==> src/core/exp_bus_defs.svh <==
// Constants for the expansion bus arbitration and signalling block.
// Assumes inclusion by bare name from files under core/.
// Contract
// RULE1 - Each host-port ready input has a selectable active-high or active-low polarity.
// RULE2 - Host-port chip selects 4..7 stall their access while their ready says not-ready.
// RULE3 - One ready input per chip select 4..7; never affects chip selects 0..3.
// RULE4 - Board keeps slave hold input high when idle and in sync/host-port cycles.
// RULE5 - Four parity bits, one per data byte, driven with the data.
// RULE6 - External master raises its request low and waits for its grant.
// RULE7 - External arbiter mode enables pull-ups on the three request inputs.
// RULE8 - Request answered by grant of same index; grants all high during reset.
// RULE9 - Shared input is fourth request as arbiter, external grant otherwise.
// RULE10 - Shared output is fourth grant as arbiter, own request otherwise; high in reset.
// RULE11 - Target select asserted means external master accesses us as a target.
// RULE12 - Asynchronous modes stall while slave hold input is low, resume when high.
// RULE13 - Drive target wait while selected until data ready; release after deselect.
// RULE14 - At most one grant; no new grant until owner drops its request.
// RULE15 - Parity polarity configurable, even by default, checked by receiver.
`ifndef EXP_BUS_DEFS_SVH
`define EXP_BUS_DEFS_SVH

`define EXP_NUM_CS        8
`define EXP_HP_CS_LO      4
`define EXP_NUM_MASTERS   4
`define EXP_DATA_W        32
`define EXP_PAR_W         4
`define EXP_GNT_RESET     3'h7
`define EXP_PAR_EVEN      1'h0

`endif

==> src/core/exp_bus_pkg.sv <==
// Types for the expansion bus arbitration block.
// Assumes no surroundings beyond the defs header.
package exp_bus_pkg;

  typedef enum logic [1:0] {
    ARB_IDLE  = 2'b00,
    ARB_GRANT = 2'b01,
    ARB_HOLD  = 2'b10
  } arb_state_t;

  typedef enum logic [1:0] {
    TGT_IDLE = 2'b00,
    TGT_WAIT = 2'b01,
    TGT_DONE = 2'b10
  } tgt_state_t;

  typedef enum logic [1:0] {
    CS_MODE_ASYNC = 2'b00,
    CS_MODE_SYNC  = 2'b01,
    CS_MODE_HPI   = 2'b10
  } cs_mode_t;

endpackage : exp_bus_pkg

==> src/core/exp_parity.sv <==
// Byte-lane parity generator and checker for the wide data bus.
// Assumes data inputs already synchronised to REF_CLK.
`timescale 1ns/1ps
`default_nettype none
`include "exp_bus_defs.svh"
module exp_parity #(
  parameter int DATA_W = `EXP_DATA_W,
  parameter int PAR_W  = `EXP_PAR_W
) (
  input  wire logic              odd_sel,
  input  wire logic [DATA_W-1:0] tx_data,
  output logic      [PAR_W-1:0]  tx_par,
  input  wire logic [DATA_W-1:0] rx_data,
  input  wire logic [PAR_W-1:0]  rx_par,
  output logic      [PAR_W-1:0]  rx_err
);

  // One parity bit for one byte lane
  function automatic logic lane_par(input logic [7:0] b, input logic odd);
    lane_par = (^b) ^ odd;
  endfunction : lane_par

  // Generate outgoing parity and compare incoming per lane
  always_comb begin
    for (int i = 0; i < PAR_W; i++) begin
      tx_par[i] = lane_par(tx_data[i*8 +: 8], odd_sel); // RULE5
      rx_err[i] = lane_par(rx_data[i*8 +: 8], odd_sel) ^ rx_par[i]; // RULE15
    end
  end

endmodule : exp_parity
`default_nettype wire

==> src/core/exp_bus_ctrl.sv <==
// Expansion bus arbiter, host-port ready, wait and target-select control.
// Assumes pins arrive asynchronously; pad logic resolves enables to wires.
`timescale 1ns/1ps
`default_nettype none
`include "exp_bus_defs.svh"
module exp_bus_ctrl #(
  parameter int NUM_CS = `EXP_NUM_CS,
  parameter int DATA_W = `EXP_DATA_W,
  parameter int PAR_W  = `EXP_PAR_W
) (
  input  wire logic                 REF_CLK,
  input  wire logic                 RST_N,
  // Configuration
  input  wire logic                 EXT_ARB_MODE,
  input  wire logic                 ODD_PARITY,
  input  wire logic [7:0]           HOST_PORT_MODE,
  input  wire logic [7:0]           ASYNC_MODE,
  input  wire logic [3:0]           READY_ACT_HIGH,
  // Arbitration pins
  input  wire logic [2:0]           MASTER_REQUEST_LINES_N,
  output logic                      REQUEST_PULLUP_EN,
  output logic      [2:0]           MASTER_GRANT_LINES_N,
  input  wire logic                 SHARED_REQUEST_OR_GRANT_IN_N,
  output logic                      SHARED_GRANT_OR_REQUEST_OUT_N,
  // Own bus need and ownership
  input  wire logic                 OWN_BUS_REQ,
  output logic                      OWN_BUS_GRANTED,
  // Outbound access stall
  input  wire logic [7:0]           CHIP_SELECT_LINES_N,
  input  wire logic [3:0]           HOST_PORT_READY_LINES,
  input  wire logic                 SLAVE_HOLD_INPUT_N,
  output logic                      ACCESS_STALL,
  // Target side
  input  wire logic                 TARGET_SELECT_INPUT_N,
  input  wire logic                 TARGET_DATA_READY,
  output logic                      TARGET_ACCESS,
  output logic                      TARGET_WAIT_OUTPUT_N_O,
  output logic                      TARGET_WAIT_OUTPUT_OE,
  // Data and parity
  input  wire logic [DATA_W-1:0]    WIDE_DATA_BUS_I,
  input  wire logic [PAR_W-1:0]     BYTE_PARITY_BITS_I,
  input  wire logic [DATA_W-1:0]    TX_DATA,
  input  wire logic                 TX_DRIVE,
  output logic      [DATA_W-1:0]    WIDE_DATA_BUS_O,
  output logic      [PAR_W-1:0]     BYTE_PARITY_BITS_O,
  output logic                      DATA_OE,
  output logic      [PAR_W-1:0]     PARITY_ERROR
);

  // Two-stage synchronisers for all pin inputs
  logic [2:0]        req_m_q, req_s_q;
  logic              rg_m_q, rg_s_q;
  logic [7:0]        cs_m_q, cs_s_q;
  logic [3:0]        rdy_m_q, rdy_s_q;
  logic              hold_m_q, hold_s_q;
  logic              tsel_m_q, tsel_s_q;
  logic [DATA_W-1:0] dat_m_q, dat_s_q;
  logic [PAR_W-1:0]  par_m_q, par_s_q;

  always_ff @(posedge REF_CLK) begin
    if (!RST_N) begin
      req_m_q  <= 3'h7;
      req_s_q  <= 3'h7;
      rg_m_q   <= 1'h1;
      rg_s_q   <= 1'h1;
      cs_m_q   <= 8'hff;
      cs_s_q   <= 8'hff;
      rdy_m_q  <= 4'h0;
      rdy_s_q  <= 4'h0;
      hold_m_q <= 1'h1;
      hold_s_q <= 1'h1;
      tsel_m_q <= 1'h1;
      tsel_s_q <= 1'h1;
      dat_m_q  <= '0;
      dat_s_q  <= '0;
      par_m_q  <= '0;
      par_s_q  <= '0;
    end else begin
      req_m_q  <= MASTER_REQUEST_LINES_N;
      req_s_q  <= req_m_q;
      rg_m_q   <= SHARED_REQUEST_OR_GRANT_IN_N;
      rg_s_q   <= rg_m_q;
      cs_m_q   <= CHIP_SELECT_LINES_N;
      cs_s_q   <= cs_m_q;
      rdy_m_q  <= HOST_PORT_READY_LINES;
      rdy_s_q  <= rdy_m_q;
      hold_m_q <= SLAVE_HOLD_INPUT_N;
      hold_s_q <= hold_m_q;
      tsel_m_q <= TARGET_SELECT_INPUT_N;
      tsel_s_q <= tsel_m_q;
      dat_m_q  <= WIDE_DATA_BUS_I;
      dat_s_q  <= dat_m_q;
      par_m_q  <= BYTE_PARITY_BITS_I;
      par_s_q  <= par_m_q;
    end
  end

  // Pull-ups held on the request pins in external arbiter mode
  assign REQUEST_PULLUP_EN = EXT_ARB_MODE; // RULE7

  // Requests from four masters; fourth on the shared input when arbitrating
  logic [3:0] req_vec;
  assign req_vec = EXT_ARB_MODE ? 4'h0 : {~rg_s_q, ~req_s_q}; // RULE9

  // Arbiter: one owner, held until it drops its request
  exp_bus_pkg::arb_state_t arb_q;
  logic [1:0]              owner_q;
  logic [1:0]              last_q;

  // Round-robin pick after the last owner
  function automatic logic [1:0] pick(input logic [3:0] r, input logic [1:0] last);
    logic [1:0] idx;
    pick = last;
    for (int i = 4; i >= 1; i--) begin
      idx = 2'(last + 2'(i));
      if (r[idx]) pick = idx;
    end
  endfunction : pick

  always_ff @(posedge REF_CLK) begin
    if (!RST_N) begin
      arb_q   <= exp_bus_pkg::ARB_IDLE;
      owner_q <= 2'h0;
      last_q  <= 2'h3;
    end else begin
      case (arb_q)
        exp_bus_pkg::ARB_IDLE: begin
          if (req_vec != 4'h0) begin
            owner_q <= pick(req_vec, last_q);
            arb_q   <= exp_bus_pkg::ARB_GRANT; // RULE8
          end
        end
        exp_bus_pkg::ARB_GRANT: begin
          if (!req_vec[owner_q]) begin
            last_q <= owner_q;
            arb_q  <= exp_bus_pkg::ARB_HOLD; // RULE14
          end
        end
        exp_bus_pkg::ARB_HOLD: arb_q <= exp_bus_pkg::ARB_IDLE; // RULE14
        default: arb_q <= exp_bus_pkg::ARB_IDLE;
      endcase
    end
  end

  // Grant outputs registered; all high in reset
  logic [3:0] gnt_q;
  logic       own_req_q;
  always_ff @(posedge REF_CLK) begin
    if (!RST_N) begin
      gnt_q     <= 4'h0;
      own_req_q <= 1'h0;
    end else begin
      gnt_q     <= (arb_q == exp_bus_pkg::ARB_GRANT && req_vec[owner_q] && !EXT_ARB_MODE)
                   ? 4'(1 << owner_q) : 4'h0; // RULE14
      own_req_q <= EXT_ARB_MODE & OWN_BUS_REQ;
    end
  end

  assign MASTER_GRANT_LINES_N = RST_N ? ~gnt_q[2:0] : `EXP_GNT_RESET; // RULE8
  assign SHARED_GRANT_OR_REQUEST_OUT_N = !RST_N ? 1'h1 :
                                         EXT_ARB_MODE ? ~own_req_q : ~gnt_q[3]; // RULE10
  assign OWN_BUS_GRANTED = EXT_ARB_MODE ? (own_req_q & ~rg_s_q) // RULE9
                                        : (gnt_q == 4'h0 && req_vec == 4'h0);

  // Host-port ready decode with polarity per line
  logic [3:0] hp_ready_lvl;
  assign hp_ready_lvl = READY_ACT_HIGH & rdy_s_q | ~READY_ACT_HIGH & ~rdy_s_q; // RULE1

  // Stall: ready gates only chip selects 4..7 in host-port mode
  logic [7:0] cs_act;
  logic       hp_stall, async_stall;
  assign cs_act      = ~cs_s_q;
  assign hp_stall    = |(cs_act[7:4] & HOST_PORT_MODE[7:4] & ~hp_ready_lvl); // RULE2 RULE3
  assign async_stall = |(cs_act & ASYNC_MODE & ~HOST_PORT_MODE) & ~hold_s_q; // RULE12

  always_ff @(posedge REF_CLK) begin
    if (!RST_N) ACCESS_STALL <= 1'h0;
    else        ACCESS_STALL <= hp_stall | async_stall;
  end

  // Target access: wait driven while selected until data ready
  exp_bus_pkg::tgt_state_t tgt_q;
  always_ff @(posedge REF_CLK) begin
    if (!RST_N) begin
      tgt_q <= exp_bus_pkg::TGT_IDLE;
    end else begin
      case (tgt_q)
        exp_bus_pkg::TGT_IDLE: if (!tsel_s_q) tgt_q <= exp_bus_pkg::TGT_WAIT; // RULE11
        exp_bus_pkg::TGT_WAIT: begin
          if (tsel_s_q) tgt_q <= exp_bus_pkg::TGT_IDLE;
          else if (TARGET_DATA_READY) tgt_q <= exp_bus_pkg::TGT_DONE;
        end
        exp_bus_pkg::TGT_DONE: if (tsel_s_q) tgt_q <= exp_bus_pkg::TGT_IDLE; // RULE13
        default: tgt_q <= exp_bus_pkg::TGT_IDLE;
      endcase
    end
  end

  assign TARGET_ACCESS          = (tgt_q != exp_bus_pkg::TGT_IDLE); // RULE11
  assign TARGET_WAIT_OUTPUT_OE  = TARGET_ACCESS; // RULE13
  assign TARGET_WAIT_OUTPUT_N_O = (tgt_q != exp_bus_pkg::TGT_WAIT); // RULE13

  // Outgoing data and parity registered together
  logic [PAR_W-1:0] tx_par, rx_err;
  exp_parity #(.DATA_W(DATA_W), .PAR_W(PAR_W)) u_par (
    .odd_sel (ODD_PARITY),
    .tx_data (TX_DATA),
    .tx_par  (tx_par),
    .rx_data (dat_s_q),
    .rx_par  (par_s_q),
    .rx_err  (rx_err)
  );

  always_ff @(posedge REF_CLK) begin
    if (!RST_N) begin
      WIDE_DATA_BUS_O    <= '0;
      BYTE_PARITY_BITS_O <= '0;
      DATA_OE            <= 1'h0;
      PARITY_ERROR       <= '0;
    end else begin
      WIDE_DATA_BUS_O    <= TX_DATA;
      BYTE_PARITY_BITS_O <= tx_par; // RULE5
      DATA_OE            <= TX_DRIVE;
      PARITY_ERROR       <= TX_DRIVE ? 4'h0 : rx_err; // RULE15
    end
  end

endmodule : exp_bus_ctrl
`default_nettype wire

==> config.mk <==
export PLATFORM = sky130hd
export DESIGN_NAME = exp_bus_ctrl
export DESIGN_NICKNAME = d
export VERILOG_FILES = /design/src/core/exp_bus_pkg.sv /design/src/core/exp_parity.sv /design/src/core/exp_bus_ctrl.sv
export VERILOG_INCLUDE_DIRS = /design/src /design/src/core
export SDC_FILE = /design/constraint.sdc
export NUM_CORES = 1
export LEC_CHECK = 0
export ABC_AREA = 0
export BUFFER_PORTS_ARGS = -buffer_cell sky130_fd_sc_hd__buf_2
export CORE_UTILIZATION = 55
export DETAILED_ROUTE_END_ITERATION = 12
export HOLD_SLACK_MARGIN = 0.1
export MAX_ROUTING_LAYER = met4
export PLACE_DENSITY = 0.89
export SLEW_MARGIN = 20
export SYNTH_ARGS = -nofsm -noshare
export SYNTH_HDL_FRONTEND = slang
export SYNTH_SLANG_ARGS = --single-unit
export TNS_END_PERCENT = 30
==> constraint.sdc <==
create_clock -name REF_CLK -period 2.8 [get_ports REF_CLK]
set_input_delay 0.28 -clock REF_CLK [delete_from_list [all_inputs] [get_ports REF_CLK]]
set_output_delay 0.28 -clock REF_CLK [all_outputs]
set_load 0.01 [all_outputs]
==> results.sh, run 1 <==
export IMPL_outcome="complete, no violations"
export IMPL_cp_end_kind="primary output"
export IMPL_postSynthCellCount=480
export IMPL_maxCapViolations=0
export IMPL_synth_compound_area_share_pct=3.22
export IMPL_ys_types=38
export IMPL_crit_buf_inv=1
export IMPL_r2r_end="last_q[0]"
export IMPL_clock_sinks=163
export IMPL_synth_top_family_by_area="simple AND/OR/NAND/NOR gates"
export IMPL_drc=0
export IMPL_avgSynthCellArea_um2=11.4
export IMPL_pwr_share_seq_pct=45.8
export IMPL_synthMuxAreaShare_pct=1.14
export IMPL_die_y_um=102
export IMPL_clockPowerShare_pct=43.0
export IMPL_crit_fanout=2
export IMPL_p_sw_uw=1250
export IMPL_drive_above_1_share_pct=27.6
export IMPL_synthArstFlopShare_pct=0
export IMPL_slowest_delay_ps=530
export IMPL_vias_per_cell=4.68
export IMPL_min_to="own_req_q"
export IMPL_hold_path_class="primary input to flip-flop"
export IMPL_cts_tree="built"
export IMPL_hpwl_mm=7.09
export IMPL_crit_type="flip-flop to primary output"
export IMPL_grt_max_degree=75
export IMPL_die_w_um=102
export IMPL_drt_iter0_markers=106
export IMPL_insertion_delay_ps=520
export IMPL_worst_pin_slew_ps=609
export IMPL_antenna_left=0
export IMPL_required_ps=2520
export IMPL_grt_pass1_vias=4225
export IMPL_cts_resized=0
export IMPL_post_cts_buffers=0
export IMPL_routed_wl_mm=12.9
export IMPL_start_util_pct=56.4
export IMPL_combinationalPowerShare_pct=11.2
export IMPL_crit_chain="or4_1 -> o31ai_1 -> buf_2"
export IMPL_cts_buffer_depth=2
export IMPL_cp_slowest_cell="or4_1"
export IMPL_gr_total_overflow=0
export IMPL_wl_per_cell_um=14.7
export IMPL_cp_top_family="simple AND/OR/NAND/NOR gates"
export IMPL_p_int_uw=4200
export IMPL_r2r_slack_ps=1270
export IMPL_area_growth_pct=43.8
export IMPL_stdcell_area_um2=7890
export IMPL_slew_violations=0
export IMPL_dieArea_um2=10400
export IMPL_nets=846
export IMPL_hold_path_depth=2
export IMPL_track_usage_pct=26.5
export IMPL_max_freq_mhz=504
export IMPL_fin_skew_ps=7.70
export IMPL_gp_congestion=0.815
export IMPL_core_area_um2=9730
export IMPL_vdd_drop_max_mv=0.452
export IMPL_clk_pin_slew_worst_paths_ps=70
export IMPL_synthXorXnorAreaFrac_pct=12.2
export IMPL_dpl_cell_area_um2=6390
export IMPL_ys_seq_area_share_pct=59.5
export IMPL_worstHoldStart="EXT_ARB_MODE"
export IMPL_finalSetupViolCount=0
export IMPL_grt_pass1_wl_mm=19.6
export IMPL_leakage_uw=0.00352
export IMPL_numCtsBuffers=17
export IMPL_yosys_area_share_adder_pct=0
export IMPL_antenna_found_initial=1
export IMPL_period_needed_ps=1980
export IMPL_worstPathArrival_ps=1700
export IMPL_cts_root_buf="clkbuf_8"
export IMPL_ioPinCount=164
export IMPL_ys_flop_type="dfxtp_1"
export IMPL_rsz0062_at_grt="false"
export IMPL_syn_nets=593
export IMPL_r2r_start="owner_q[0]"
export IMPL_cts_hold_buf=89
export IMPL_crit_path_start_kind="flip-flop"
export IMPL_synth_seq_cells=163
export IMPL_yosys_area_share_simple_pct=21.9
export IMPL_p_total_uw=5450
export IMPL_power_density_nw_per_um2=691
export IMPL_period_share_pct=70.9
export IMPL_hold_viol_final=0
export IMPL_synth_edf_count=0
export IMPL_fillers=555
export IMPL_synth_area_um2=5480
export IMPL_vias=4117
export IMPL_core_rowCount=36
export IMPL_setup_tns_ps=0
export IMPL_ys_warn_count=0
export IMPL_switching_share_pct=23.0
export IMPL_rr_worst_depth=4
export IMPL_firstDrtPassIters=4
export IMPL_htree_levels=4
export IMPL_max_slew_margin_pct=59.4
export IMPL_io_buffers=163
==> worst register-to-register path, stage by stage, from the launching register on <==
cell and delay, ps:
dfxtp_1 490, mux2i_1 160, a221oi_2 410, mux2i_1 240
nand2_1 80
==> kinds of logic (layout without fill, tap and decap cells) <==
family / after synthesis / count (layout)
simple gates: 200 / 200
buf+inv: 22 / 288
flops: 163 / 163
other cells: 0 / 1
compound gates: 25 / 25
xor+xnor: 64 / 64
mux: 6 / 6
==> flip-flops by register name, indices dropped and copies added (netlist names), 3 cells and up <==
register / count
dat_s_q: 32
cs_m_q: 8
req_m_q: 3
cs_s_q: 8
req_s_q: 3
par_m_q: 4
gnt_q: 4
rdy_s_q: 4
par_s_q: 4
WIDE_DATA_BUS_O: 32
PARITY_ERROR: 4
rdy_m_q: 4
BYTE_PARITY_BITS_O: 4
dat_m_q: 32
==> worst max-delay path by stage <==
stage / to / startpoint / slack (ps) / cells past startpoint
global route: OWN_BUS_GRANTED / gnt_q[1] / 670 / 3
global placement: OWN_BUS_GRANTED / gnt_q[1] / 1360 / 3
CTS: OWN_BUS_GRANTED / gnt_q[1] / 790 / 3
finish: OWN_BUS_GRANTED / gnt_q[1] / 820 / 3
floorplan: OWN_BUS_GRANTED / gnt_q[1] / 1390 / 2
detailed placement: last_q[0] / owner_q[0] / 1340 / 4
==> layout by cell type (no fill, tap or decap), drive strengths merged, types with 10 or more instances in the layout <==
| cell type | n |
|---|---|
| dlygate4sd3 | 89 |
| nand2b | 34 |
| buf | 167 |
| xnor2 | 44 |
| and2 | 118 |
| nand2 | 10 |
| dfxtp | 163 |
| clkbuf | 17 |
| xor2 | 12 |
| nor2 | 17 |
==> layer usage <==
| layer | up-vias | share of wire (%) | GRT usage (%) |
|---|---|---|---|
| met5 | - | 0 | - |
| met2 | 162 | 55 | 49.7 |
| met4 | 0 | 2.5 | 13.7 |
| li1 | 2016 | - | - |
| met3 | 32 | 5.7 | 7.32 |
| met1 | 1907 | 37 | 24.4 |
==> synthesized netlist by cell type, types with 2 or more instances <==
cell | number | area share [%]
nor2b_1 | 5 | 0.57
a21oi_1 | 6 | 0.55
xnor3_1 | 8 | 3.3
dfxtp_1 | 163 | 60
buf_2 | 10 | 0.91
mux2i_1 | 4 | 0.73
xor2_1 | 12 | 1.9
o21a_1 | 2 | 0.27
nand4_1 | 2 | 0.23
clkbuf_1 | 9 | 0.62
mux2_2 | 2 | 0.41
and2_1 | 117 | 13
nand3b_1 | 6 | 0.82
nor2_1 | 17 | 1.2
nand2b_1 | 34 | 3.9
nor3_1 | 2 | 0.18
nand2_1 | 10 | 0.68
a211oi_1 | 2 | 0.27
a22oi_1 | 3 | 0.41
xnor2_1 | 44 | 7.0
o21ai_0 | 4 | 0.37
buf_4 | 2 | 0.27
==> layout make-up <==
type / count / area, µm² / share of cell area [%]
well taps: 133 / 166 / 2.11
clock inverters: 15 / 191 / 2.43
diodes: 1 / 2.50 / 0.0317
clock buffers: 17 / 414 / 5.25
multi-input cells: 295 / 2110 / 26.7
repair buffers: 256 / 1740 / 22.1
flip-flops and latches: 163 / 3260 / 41.4
==> power groups by stage <==
stage | combinational [µW] | sequential (µW) | clock (µW)
detailed placement | 496 | 2540 | 0
finish | 613 | 2490 | 2340
floorplan | 301 | 2560 | 0
global route | 670 | 2500 | 2480
CTS | 597 | 2490 | 2370
global placement | 480 | 2540 | 0
==> through the flow <==
stage / std cells / setup slack [ps] / hold WS [ps] / utilization [%]
2_1_floorplan: 480 / 1390 / 380 / -
4_1_cts: 879 / 790 / 128 / 81.0
3_3_place_gp: 758 / 1360 / 391 / 65.7
3_5_place_dp: 758 / 1340 / 391 / 65.7
6_report: 880 / 816 / 158 / 81.1
5_1_grt: 880 / 674 / 147 / 81.1
(Power assumes the default switching activity.)
==> run 2, diff against run 1 <==
Settings changed: CORE_UTILIZATION 55 to 51, PLACE_DENSITY 0.89 to 0.84.
Clock period 2.8 ns to 1.87 ns, I/O delays scaled along.
==> run 2 against run 1 <==
The flow now finishes with violations (setup timing). Flip-flop and latch count unchanged. Clock power up 44%. Wire length down 5.6%. Final cell count up 0.57%. Die area up 7.7%. Critical path type unchanged. Largest cell class unchanged. Largest power group unchanged.
==> results.sh, run 2 (same netlist as run 1, synthesis figures left out) <==
export IMPL_outcome="complete, but fails checks"
export IMPL_violations="setup timing"
export IMPL_slowest_delay_ps=520
export IMPL_post_place_cells=761
export IMPL_wl_per_cell_um=13.8
export IMPL_cts_tree="built"
export IMPL_vdd_drop_max_mv=0.663
export IMPL_vias=4031
export IMPL_grt_max_degree=72
export IMPL_crit_fanout=2
export IMPL_finalSetupViolCount=1
export IMPL_drt_iter0_markers=179
export IMPL_seqCellArea_um2=3260
export IMPL_cts_root_buf="clkbuf_8"
export IMPL_final_cell_mix="163 x dfxtp_1, 162 x buf_2, 117 x and2_1"
export IMPL_clock_sinks=163
export IMPL_nets=849
export IMPL_cts_resized=0
export IMPL_dieArea_um2=11200
export IMPL_fillers=641
export IMPL_rsz0062_at_grt="true"
export IMPL_area_growth_pct=44.2
export IMPL_clk_pin_slew_worst_paths_ps=70
export IMPL_slew_violations=0
export IMPL_period_share_pct=101
export IMPL_start_util_pct=52.9
export IMPL_insertion_delay_ps=510
export IMPL_gp_congestion=0.812
export IMPL_dpl_cell_area_um2=6400
export IMPL_ioPinCount=164
export IMPL_gr_total_overflow=0
export IMPL_cts_buffer_depth=2
export IMPL_final_common_cell="dfxtp_1"
export IMPL_drive_above_1_share_pct=27.2
export IMPL_io_buffers=163
export IMPL_leakage_uw=0.00353
export IMPL_cp_end_kind="primary output"
export IMPL_max_slew_margin_pct=61.5
export IMPL_drc=0
export IMPL_hold_path_class="primary input to flip-flop"
export IMPL_period_needed_ps=1880
export IMPL_numCtsBuffers=17
export IMPL_max_freq_mhz=532
export IMPL_crit_chain="or4_1 -> o31ai_1 -> buf_2"
export IMPL_crit_type="flip-flop to primary output"
export IMPL_grt_pass1_wl_mm=19.5
export IMPL_setup_slack_ps=-10.2
export IMPL_die_y_um=106
export IMPL_firstDrtPassIters=5
export IMPL_worst_pin_slew_ps=578
export IMPL_core_area_um2=10400
export IMPL_hpwl_mm=6.65
export IMPL_die_w_um=106
export IMPL_cp_slowest_cell="or4_1"
export IMPL_power_density_nw_per_um2=1020
export IMPL_stdcell_area_um2=7910
export IMPL_vias_per_cell=4.55
export IMPL_final_cells=885
export IMPL_track_usage_pct=23.6
export IMPL_antenna_found_initial=0
export IMPL_multi_input_area_um2=2110
export IMPL_diodes=0
export IMPL_core_rowCount=37
export IMPL_reg_largest_list="WIDE_DATA_BUS_O x32, dat_m_q x32, dat_s_q x32"
export IMPL_required_ps=1680
export IMPL_htree_levels=4
export IMPL_fin_skew_ps=8.49
export IMPL_routed_wl_mm=12.2
export IMPL_antenna_left=0
export IMPL_grt_pass1_vias=4284
export IMPL_crit_path_start_kind="flip-flop"
export IMPL_maxCapViolations=0
export IMPL_cp_top_family="simple AND/OR/NAND/NOR gates"
export IMPL_hold_viol_final=0
export IMPL_crit_buf_inv=1
export IMPL_worstPathArrival_ps=1690
==> run 2: cell types whose count changed in the layout (fill, tap and decap cells not counted), sizes merged <==
| cell | before | now |
|---|---|---|
| clkbuf | 17 | 19 |
| clkinv | 2 | 5 |
| diode | 1 | 0 |
| dlygate4sd3 | 89 | 92 |
| inv | 7 | 2 |
==> run 2: metal layers <==
metal  global-route usage, %  vias up  part of all wire [%]
li1                        -     2024                     -
met1                    22.5     1834                    38
met2                    45.0      153                    55
met3                    5.81       20                   5.4
met4                    9.23        0                   1.8
met5                       -        -                     0
==> run 2: repair_timing <==
item,CTS,global route
hold endpoints to repair,95,0
hold buffers,92,0
setup endpoints to repair,1,1
buffers inserted,0,0
==> run 2: final timing paths <==
| check | start | to | slack, ps | depth (start not counted) |
|---|---|---|---|---|
| min | RST_N | tsel_m_q | 140 | 2 |
| max reg2reg | rdy_s_q[3] | ACCESS_STALL | 370 | 5 |
| min reg2reg | cs_m_q[4] | cs_s_q[4] | 410 | 1 |
| max | gnt_q[1] | OWN_BUS_GRANTED | -10 | 3 |
==> run 2: worst reg2reg max path, cell delays in order, from the launching register on <==
cell	delay, ps
dfxtp_1	320
xor2_1	150
nand3b_1	70
nand4_1	100
dlygate4sd3_1	560
o21a_1	180
==> run 2: layout make-up <==
type | count | share of cell area [%]
Multi-Input combinational cell | 295 | 26.7
Clock inverter | 13 | 2.01
Clock buffer | 19 | 5.33
Timing Repair Buffer | 259 | 22.5
Tap cell | 136 | 2.15
Sequential cell | 163 | 41.3
==> run 2: stage by stage <==
step	utilization, %	setup TNS (ps)	hold slack, ps	total power (µW)	setup WS [ps]
3_5_place_dp	61.8	0	370	4560	444
6_report	76.2	-10.2	137	8030	-10.2
3_3_place_gp	61.8	0	371	4530	497
4_1_cts	76.2	-38.2	117	8050	-38.2
5_1_grt	76.2	-110	156	8330	-110
2_1_floorplan	-	0	287	4280	549
==> run 2: power by group <==
part | total [µW] | internal [µW] | switching, µW
logic | 915 | 558 | 357
registers | 3730 | 3670 | 69.3
clock network | 3380 | 2030 | 1350
